File: config.mk
export PLATFORM = sky130hd
export DESIGN_NAME = spe_pulse_encoder
export DESIGN_NICKNAME = d
export VERILOG_FILES = /design/src/spe_pulse_encoder.v /design/src/spe_switch_detect.v
export VERILOG_INCLUDE_DIRS = /design/src
export SDC_FILE = /design/constraint.sdc
export NUM_CORES = 1
export LEC_CHECK = 0
export BUFFER_PORTS_ARGS = -buffer_cell sky130_fd_sc_hd__buf_2
export CELL_PAD_IN_SITES_DETAIL_PLACEMENT = 1
export CELL_PAD_IN_SITES_GLOBAL_PLACEMENT = 2
export CORE_UTILIZATION = 39
export DETAILED_ROUTE_END_ITERATION = 7
export PLACE_DENSITY_LB_ADDON = 0.15
export SYNTH_ARGS = -nofsm -noshare
export SYNTH_HDL_FRONTEND = slang
export SYNTH_SLANG_ARGS = --single-unit
File: constraint.sdc
create_clock -name ref_clk_in -period 23.3 [get_ports ref_clk_in]
set_input_delay 2.33 -clock ref_clk_in [delete_from_list [all_inputs] [get_ports ref_clk_in]]
set_output_delay 2.33 -clock ref_clk_in [all_outputs]
set_load 0.01 [all_outputs]
File: src/spe_regs.vh
// Notes on behaviour
// RL1 - output is a current level select: high state at least 1.9 times low state
// RL2 - narrow variant: forward 45 us, reverse 90 us, undetermined 180 us pulses
// RL3 - wide variant: forward 45 us, reverse 180 us, undetermined 360 us pulses
// RL4 - intermediate slow: forward 60, reverse 120, undetermined 30 us, each after 30 us pre-low
// RL5 - intermediate enters high-speed mode when rising cycle rate exceeds 1.1 kHz
// RL6 - high-speed mode is left only when falling rate drops below 1 kHz
// RL7 - high-speed mode sends a fixed 30 us pulse per target cycle
// RL8 - no direction coding in high-speed mode; controller must not decode direction there
// RL9 - rising event at 70 percent of amplitude, falling event at 30 percent
// RL10 - first valid pulse after at most 4 (typically 3) constant-direction target cycles
// RL11 - exactly one pulse per detected target cycle, width from that cycle's direction; a rise during a pre-low or pulse is dropped
`ifndef SPE_REGS_VH
`define SPE_REGS_VH
`define SPE_CLK_MHZ 250
`define SPE_FWD_US 45
`define SPE_REV_NARROW_US 90
`define SPE_ND_NARROW_US 180
`define SPE_REV_WIDE_US 180
`define SPE_ND_WIDE_US 360
`define SPE_FWD_INT_US 60
`define SPE_REV_INT_US 120
`define SPE_ND_INT_US 30
`define SPE_HS_US 30
`define SPE_PRE_US 30
// cycle counts derived from the us figures at the clock rate
`define SPE_CYC(us) ((us) * `SPE_CLK_MHZ)
// period limits for the 1.1 kHz entry and 1 kHz exit, in clock cycles
`define SPE_ENTER_HZ 1100
`define SPE_EXIT_HZ 1000
`define SPE_ENTER_PERIOD ((`SPE_CLK_MHZ * 1000000) / `SPE_ENTER_HZ)
`define SPE_EXIT_PERIOD ((`SPE_CLK_MHZ * 1000000) / `SPE_EXIT_HZ)
// switch points in percent of amplitude
`define SPE_RISE_PCT 70
`define SPE_FALL_PCT 30
// calibration length in target cycles
`define SPE_CAL_CYCLES 3
// variant select codes
`define SPE_VAR_NARROW 2'h0
`define SPE_VAR_WIDE 2'h1
`define SPE_VAR_INTER 2'h2
// direction codes
`define SPE_DIR_FWD 2'h0
`define SPE_DIR_REV 2'h1
`define SPE_DIR_ND 2'h2
`endif

File: src/spe_pulse_encoder.v
`include "spe_regs.vh"
module spe_pulse_encoder (
   // clock and reset
   input wire ref_clk_in,
   input wire rst_in,
   // processed signal
   input wire [11:0] sample_in,
   input wire [11:0] peak_in,
   input wire [11:0] valley_in,
   // direction decision for the cycle, sampled on the rising event
   input wire [1:0] direction_in,
   // width option strap
   input wire [1:0] variant_in,
   // current loop and status
   output reg high_current_out,
   output reg fast_mode_out,
   output reg calibrated_out
);
   // sequencer states, one-hot
   localparam S_IDLE = 3'b001;
   localparam S_PRE = 3'b010;
   localparam S_PULSE = 3'b100;
   // pulse lengths in clock cycles, sized to the timer so no bits are dropped
   localparam [17:0] FWD_CYC = `SPE_CYC(`SPE_FWD_US);
   localparam [17:0] REV_NARROW_CYC = `SPE_CYC(`SPE_REV_NARROW_US);
   localparam [17:0] ND_NARROW_CYC = `SPE_CYC(`SPE_ND_NARROW_US);
   localparam [17:0] REV_WIDE_CYC = `SPE_CYC(`SPE_REV_WIDE_US);
   localparam [17:0] ND_WIDE_CYC = `SPE_CYC(`SPE_ND_WIDE_US);
   localparam [17:0] FWD_INT_CYC = `SPE_CYC(`SPE_FWD_INT_US);
   localparam [17:0] REV_INT_CYC = `SPE_CYC(`SPE_REV_INT_US);
   localparam [17:0] ND_INT_CYC = `SPE_CYC(`SPE_ND_INT_US);
   localparam [17:0] HS_CYC = `SPE_CYC(`SPE_HS_US);
   // timer load for the pre-low; the timer counts down to zero inclusive
   localparam [17:0] PRE_LAST = `SPE_CYC(`SPE_PRE_US) - 1;
   // mode limits as periods; a shorter period is a faster target
   localparam [19:0] ENTER_CYC = `SPE_ENTER_PERIOD;
   localparam [19:0] EXIT_CYC = `SPE_EXIT_PERIOD;
   // repeat count at which calibration completes
   localparam [2:0] CAL_LAST = `SPE_CAL_CYCLES - 1;
   wire rise_ev;
   reg [2:0] state_reg;
   reg [17:0] timer_reg;
   reg [17:0] width_reg;
   reg [19:0] period_reg;
   reg [2:0] cal_reg;
   reg [1:0] last_dir_reg;
   reg [1:0] variant_reg;
   // a pulse only starts from a rise seen after calibration
   wire start_ev = rise_ev && calibrated_out;
   // direction repeated from the previous cycle, undetermined excluded
   wire same_dir = (direction_in == last_dir_reg) && (direction_in != `SPE_DIR_ND);

   // width in cycles for a variant, direction and speed mode
   function [17:0] pick_width;
      input [1:0] var_sel;
      input [1:0] dir;
      input fast;
      begin
         pick_width = 18'd0;
         case (var_sel)
            // narrow and wide options ignore the speed mode
            `SPE_VAR_NARROW: begin // see RL2
               case (dir)
                  `SPE_DIR_FWD: pick_width = FWD_CYC;
                  `SPE_DIR_REV: pick_width = REV_NARROW_CYC;
                  default: pick_width = ND_NARROW_CYC;
               endcase
            end
            `SPE_VAR_WIDE: begin // see RL3
               case (dir)
                  `SPE_DIR_FWD: pick_width = FWD_CYC;
                  `SPE_DIR_REV: pick_width = REV_WIDE_CYC;
                  default: pick_width = ND_WIDE_CYC;
               endcase
            end
            // intermediate: one short width when fast, direction widths when slow
            default: begin
               if (fast) begin
                  pick_width = HS_CYC; // see RL7, RL8
               end else begin
                  case (dir) // see RL4
                     `SPE_DIR_FWD: pick_width = FWD_INT_CYC;
                     `SPE_DIR_REV: pick_width = REV_INT_CYC;
                     default: pick_width = ND_INT_CYC;
                  endcase
               end
            end
         endcase
      end
   endfunction

   // speed mode for a cycle of the given period; between the two limits it is kept
   function fast_decide;
      input [19:0] period;
      input fast_now;
      input [1:0] var_sel;
      begin
         fast_decide = 1'b0;
         if (var_sel == `SPE_VAR_INTER) begin
            if (period < ENTER_CYC) begin
               fast_decide = 1'b1; // see RL5
            end else if (period > EXIT_CYC) begin
               fast_decide = 1'b0; // see RL6
            end else begin
               fast_decide = fast_now; // see RL6
            end
         end
      end
   endfunction

   // threshold comparator; only the rising event paces the output
   spe_switch_detect u_detect (
      .ref_clk_in(ref_clk_in),
      .rst_in(rst_in),
      .sample_in(sample_in),
      .peak_in(peak_in),
      .valley_in(valley_in),
      .rise_out(rise_ev),
      .fall_out()
   );

   // strap captured while reset is held, kept afterwards
   // a strap change needs a reset, so the width table never switches mid-pulse
   always @(posedge ref_clk_in) begin
      if (rst_in) begin
         variant_reg <= variant_in;
      end
   end

   // target-cycle period measured between rising events; saturates when slow
   always @(posedge ref_clk_in) begin
      if (rst_in) begin
         period_reg <= 20'hfffff;
         fast_mode_out <= 1'b0;
      end else if (rise_ev) begin
         period_reg <= 20'h00000;
         // same decision picks this cycle's width, so flag and pulse agree
         fast_mode_out <= fast_decide(period_reg, fast_mode_out, variant_reg); // see RL5, RL6
      end else if (period_reg != 20'hfffff) begin
         // saturation keeps a long stall from wrapping into a fast reading
         period_reg <= period_reg + 20'h00001;
         // a stalled target also counts as a falling rate
         if (period_reg > EXIT_CYC) begin
            fast_mode_out <= 1'b0; // see RL6
         end
      end
   end

   // calibration: count rising events of unchanged direction
   always @(posedge ref_clk_in) begin
      if (rst_in) begin
         cal_reg <= 3'h0;
         last_dir_reg <= `SPE_DIR_ND;
         calibrated_out <= 1'b0;
      end else if (rise_ev && !calibrated_out) begin
         last_dir_reg <= direction_in;
         // a changed or undetermined direction restarts the count
         if (same_dir) begin
            cal_reg <= cal_reg + 3'h1;
            if (cal_reg + 3'h1 >= CAL_LAST) begin
               calibrated_out <= 1'b1; // see RL10
            end
         end else begin
            cal_reg <= 3'h0;
         end
      end
   end

   // pulse sequencer: one pulse per rising event seen in idle once calibrated
   always @(posedge ref_clk_in) begin
      if (rst_in) begin
         state_reg <= S_IDLE;
         timer_reg <= 18'd0;
         width_reg <= 18'd0;
         high_current_out <= 1'b0;
      end else begin
         case (state_reg)
            S_IDLE: begin
               high_current_out <= 1'b0;
               if (start_ev) begin // see RL11
                  width_reg <= pick_width(variant_reg, direction_in,
                     fast_decide(period_reg, fast_mode_out, variant_reg));
                  // intermediate option waits out the pre-low first
                  if (variant_reg == `SPE_VAR_INTER) begin
                     timer_reg <= PRE_LAST; // see RL4
                     state_reg <= S_PRE;
                  end else begin
                     // other options raise the level on the next edge
                     timer_reg <= pick_width(variant_reg, direction_in, 1'b0) - 18'd1;
                     high_current_out <= 1'b1; // see RL1
                     state_reg <= S_PULSE;
                  end
               end
            end
            S_PRE: begin
               // low interval held before the high level
               if (timer_reg == 18'd0) begin
                  timer_reg <= width_reg - 18'd1;
                  high_current_out <= 1'b1; // see RL1
                  state_reg <= S_PULSE;
               end else begin
                  timer_reg <= timer_reg - 18'd1;
               end
            end
            S_PULSE: begin
               // a new cycle arriving mid-pulse is dropped; rate limits keep it rare
               if (timer_reg == 18'd0) begin
                  high_current_out <= 1'b0;
                  state_reg <= S_IDLE;
               end else begin
                  timer_reg <= timer_reg - 18'd1;
               end
            end
            // an illegal state code recovers to idle with the loop low
            default: begin
               state_reg <= S_IDLE;
               high_current_out <= 1'b0;
            end
         endcase
      end
   end
endmodule

File: src/spe_switch_detect.v
`include "spe_regs.vh"
module spe_switch_detect (
   // clock and reset
   input wire ref_clk_in,
   input wire rst_in,
   // processed signal and its tracked extremes
   input wire [11:0] sample_in,
   input wire [11:0] peak_in,
   input wire [11:0] valley_in,
   // events
   output reg rise_out,
   output reg fall_out
);
   // percentages held at the threshold width so the products never wrap
   localparam [19:0] RISE_PCT = `SPE_RISE_PCT;
   localparam [19:0] FALL_PCT = `SPE_FALL_PCT;
   localparam [19:0] HUNDRED = 20'h00064;
   wire [11:0] span = peak_in - valley_in;
   wire [19:0] span_w = {8'h00, span};
   wire [19:0] rise_th = {8'h00, valley_in} + (span_w * RISE_PCT) / HUNDRED;
   wire [19:0] fall_th = {8'h00, valley_in} + (span_w * FALL_PCT) / HUNDRED;
   reg high_reg;
   // hysteretic comparator; the 70/30 gap rejects noise near the midpoint
   always @(posedge ref_clk_in) begin
      if (rst_in) begin
         high_reg <= 1'b0;
         rise_out <= 1'b0;
         fall_out <= 1'b0;
      end else begin
         rise_out <= 1'b0;
         fall_out <= 1'b0;
         if (!high_reg && {8'h00, sample_in} > rise_th) begin // see RL9
            high_reg <= 1'b1;
            rise_out <= 1'b1;
         end else if (high_reg && {8'h00, sample_in} < fall_th) begin // see RL9
            high_reg <= 1'b0;
            fall_out <= 1'b1;
         end
      end
   end
endmodule

==> results by group <==
Die
  – Full die area: 47400 um^2
  – I/O pin count: 45
  – Initial Util: 39.7%
  – Placeable Area: roughly 46000 um^2
  – Die height: 218 um
  – Die X: roughly 220 um
  – Row count: 78

GRT
  – First-pass GRT wire length: 109000 um
  – Global Route Usage Sum: 28.0%
  – Largest net degree at the start of global routing: 68
  – Initial antenna violation count: 7
  – Gr ovfl total: 0
  – Vias in the first global route: 20.0k

Timing
  – Final Cycle Share: between 90% and 100%
  – Worst-margin pin slew: about 1.5 ns
  – Clk_skew: 0.0101 ns
  – Final setup vio count: 0
  – Final hold violation count: 0
  – Max Clock Freq: 45.0 MHz
  – Minimum clock period: 22.21 ns
  – Slew HR: 1.83%
  – Slew Viols, Final: 0
  – Setup TNS: 0 ns

Clocking
  – CTS tree: done
  – Clock transition at path regs: ~0.06 ns
  – Cts hold-fix bufs: 0
  – CTS Buffer Depth: 2
  – CTS Sinks: 68
  – Htree depth: 3
  – Total CTS buffers: 9
  – Clock Latency Late Sink: around 0.34 ns
  – Clk root buf: clkbuf_16

Run
  – Max cap viols: 0

Placement
  – I/O Buffers: 44
  – Hpwl dp: around 55000 um
  – GP Congestion: a little over 0.9

Synthesis
  – Synth area leader: ha_1
  – Post-synth top area share: 8.14%
  – Mapped cell area: 18100 um^2
  – Post-Synth Adder-Cell Area: 11.6%
  – Syn nets: 2737
  – Largest family of logic cells by synthesized area: compound AO/OA/AOI/OAI gates
  – Warnings, synthesis: 0
  – Mux share of post-synthesis cell area: approximately 2.8%
  – Post-synthesis async set-or-reset flop share: 0%
  – Synthesized area per cell: 7.13 um^2
  – Post-synth EDFFs: 2
  – Synth cell types: 140
  – Sequential area share after synthesis: 7.61%
  – Primary FF master, synth: dfxtp_1
  – Syn Inst Count: 2546
  – Yosys reg bits: 68
  – Synth Area in Compound Gates: roughly a third
  – Post-synthesis simple-gate area fraction: 27.7%
  – Synth top area cells: ha_1 8.1%, dfxtp_1 7.3%, xnor2_1 6.1%, nor2_1 4.8%, a21oi_1 4.5%
  – Post-synthesis xor/xnor area fraction: 9.78%

Cells and area
  – Final net count: ~2.7k
  – Fin util: 42.8%
  – Max reg flops: 20
  – Multi-input gate area: 16000 um^2
  – Area growth syn-to-layout: 7.77%
  – Fraction of layout cells with a size suffix above 1: between 10 and 15%
  – Storage element area: between 1000 and 1500 um^2
  – Fill count: 5821

Routing
  – WL final: 67600 um
  – Drt wl/cell: 21.4 um
  – DRT iter0 DRCs: 1294
  – Via density: 6.36
  – Pre-Repair DR Iteration Count: 5
  – Via Count: 20.1k
  – # DRC: 0
  – Antenna Violating Nets Remaining: 0

Worst hold path
  – Hold WC Path Type: register to register

Run status
  – Outcome: completed

Critical path
  – Crit path kind: input port to register
  – CP startpoint kind: input port
  – CP dominant cell by count: a21oi_1
  – Endpoint type of the worst setup path: register
  – Critical path's slowest cell: or3_1
  – Largest stage delay, worst path: 0.64 ns
  – Worst EP arrival: 22.45 ns
  – Req. time, crit path: 23.53 ns
  – Max FO, Critical Path: 19
-- final timing paths --
kind	start	end	slack (ns)	cells after the start
min	high_current_out$_SDFFE_PP0P_	high_current_out$_SDFFE_PP0P_	0.47	1
min reg2reg	high_current_out$_SDFFE_PP0P_	high_current_out$_SDFFE_PP0P_	0.47	1
max	valley_in[8]	u_detect.high_reg$_SDFFE_PP0P_	1.09	78
max reg2reg	timer_reg[0]$_SDFFE_PP0P_	timer_reg[17]$_SDFFE_PP0P_	19.46	15
-- cell usage after synthesis, drive strengths merged, types with 13 or more instances --
cell type and count:
a2111oi 15, xor2 60, or4 13, o221ai 18, nor2 236, o211ai 29, o2111ai 17, or2 20
mux2 20, nand4 35, a31o 17, o21a 27, o21ai 155, o31a 13, fa 31, a22oi 18
a311oi 17, ha 118, mux2i 27, nand2b 41, o22ai 13, a211oi 60, o31ai 25, dfxtp 66
nor3 112, and2 44, a31oi 52, buf 35, xnor2 129, o21bai 38, nand3 82, a211o 15
and3 36, a21o 38, clkbuf 54, nand2 216, inv 153, a21oi 173, nor2b 24, or3 38
nor4 32
-- placed cells by master, fill, tap and decap left out, types with 16 or more instances in the layout --
master and n:
buf_2 44, buf_4 39, o211ai_1 27, a21o_1 37, xor2_1 59, o21a_1 27
and2_1 43, nand3_1 81, ha_1 118, a21oi_1 162, nand2b_1 40, mux2i_1 25
nor3_1 102, nor2b_1 23, or3_1 37, nand2_1 214, inv_1 143, and3_1 34
nand4_1 34, mux2_2 16, nor2_1 229, o21bai_1 38, dfxtp_1 66, a31oi_1 47
a211oi_1 52, xnor2_1 123, o21ai_0 127, fa_1 31, nor4_1 26, o221ai_1 17
o31ai_1 19, o2111ai_1 16, a22oi_1 17, o21ai_1 22
-- what timing repair did --
item	in CTS	in global routing
setup buffers	0	10
pin swaps	0	3
endpoints found under the setup margin	1	2
resized for setup	1	33
-- per-stage QoR --
stage	instances	setup slack [ns]	hold slack, ns	area (um^2)
floorplan	2546	3.81	0.438	18100
global placement	3130	0.201	0.455	18900
detailed placement	3130	-0.393	0.469	18900
CTS	3146	0.238	0.483	19300
global route	3157	-0.0728	0.509	19600
finish	3159	1.09	0.471	19600
-- metal layers --
layer	wire, um	track usage, %	part of all wire (%)
met1	32100	38.6	47
met2	31800	47.2	47
met3	2510	2.09	3.7
met4	1190	6.13	1.8
met5	28	0	0.041
-- critical path, delay by kind of cell --
| family | cells | cell delay (ns) |
|---|---|---|
| and+or+nand+nor | 15 | 4.07 |
| xor gates and xnor gates | 3 | 0.99 |
| AOI/OAI and AO/OA | 43 | 10.79 |
| buffers and inverters | 9 | 1.34 |
| adders and majority gates | 8 | 2.90 |
-- cell families (layout without fill, tap and decap cells) --
logic type               count (synthesis)  in the layout
AND/OR/NAND/NOR                        975            975
AO/OA/AOI/OAI                          870            870
adder cells (fa/ha/maj)                150            150
buffers and inverters                  243            253
flip-flops                              68             68
XOR/XNOR                               193            193
other                                    0              3
multiplexers                            47             47
-- layout make-up --
| type | instances | share of cell area (%) |
|---|---|---|
| clock inverters | 6 | 0.486 |
| flip-flops and latches | 68 | 7.06 |
| diodes | 3 | 0.0384 |
| clock buffers | 10 | 1.22 |
| multi-input cells | 2235 | 81.8 |
| repair buffers | 83 | 2.62 |
| well taps | 600 | 3.84 |
| inverters | 154 | 2.96 |
Power is not shown: default switching activity piles up to over one toggle a cycle in this logic, so the estimate is an artifact.
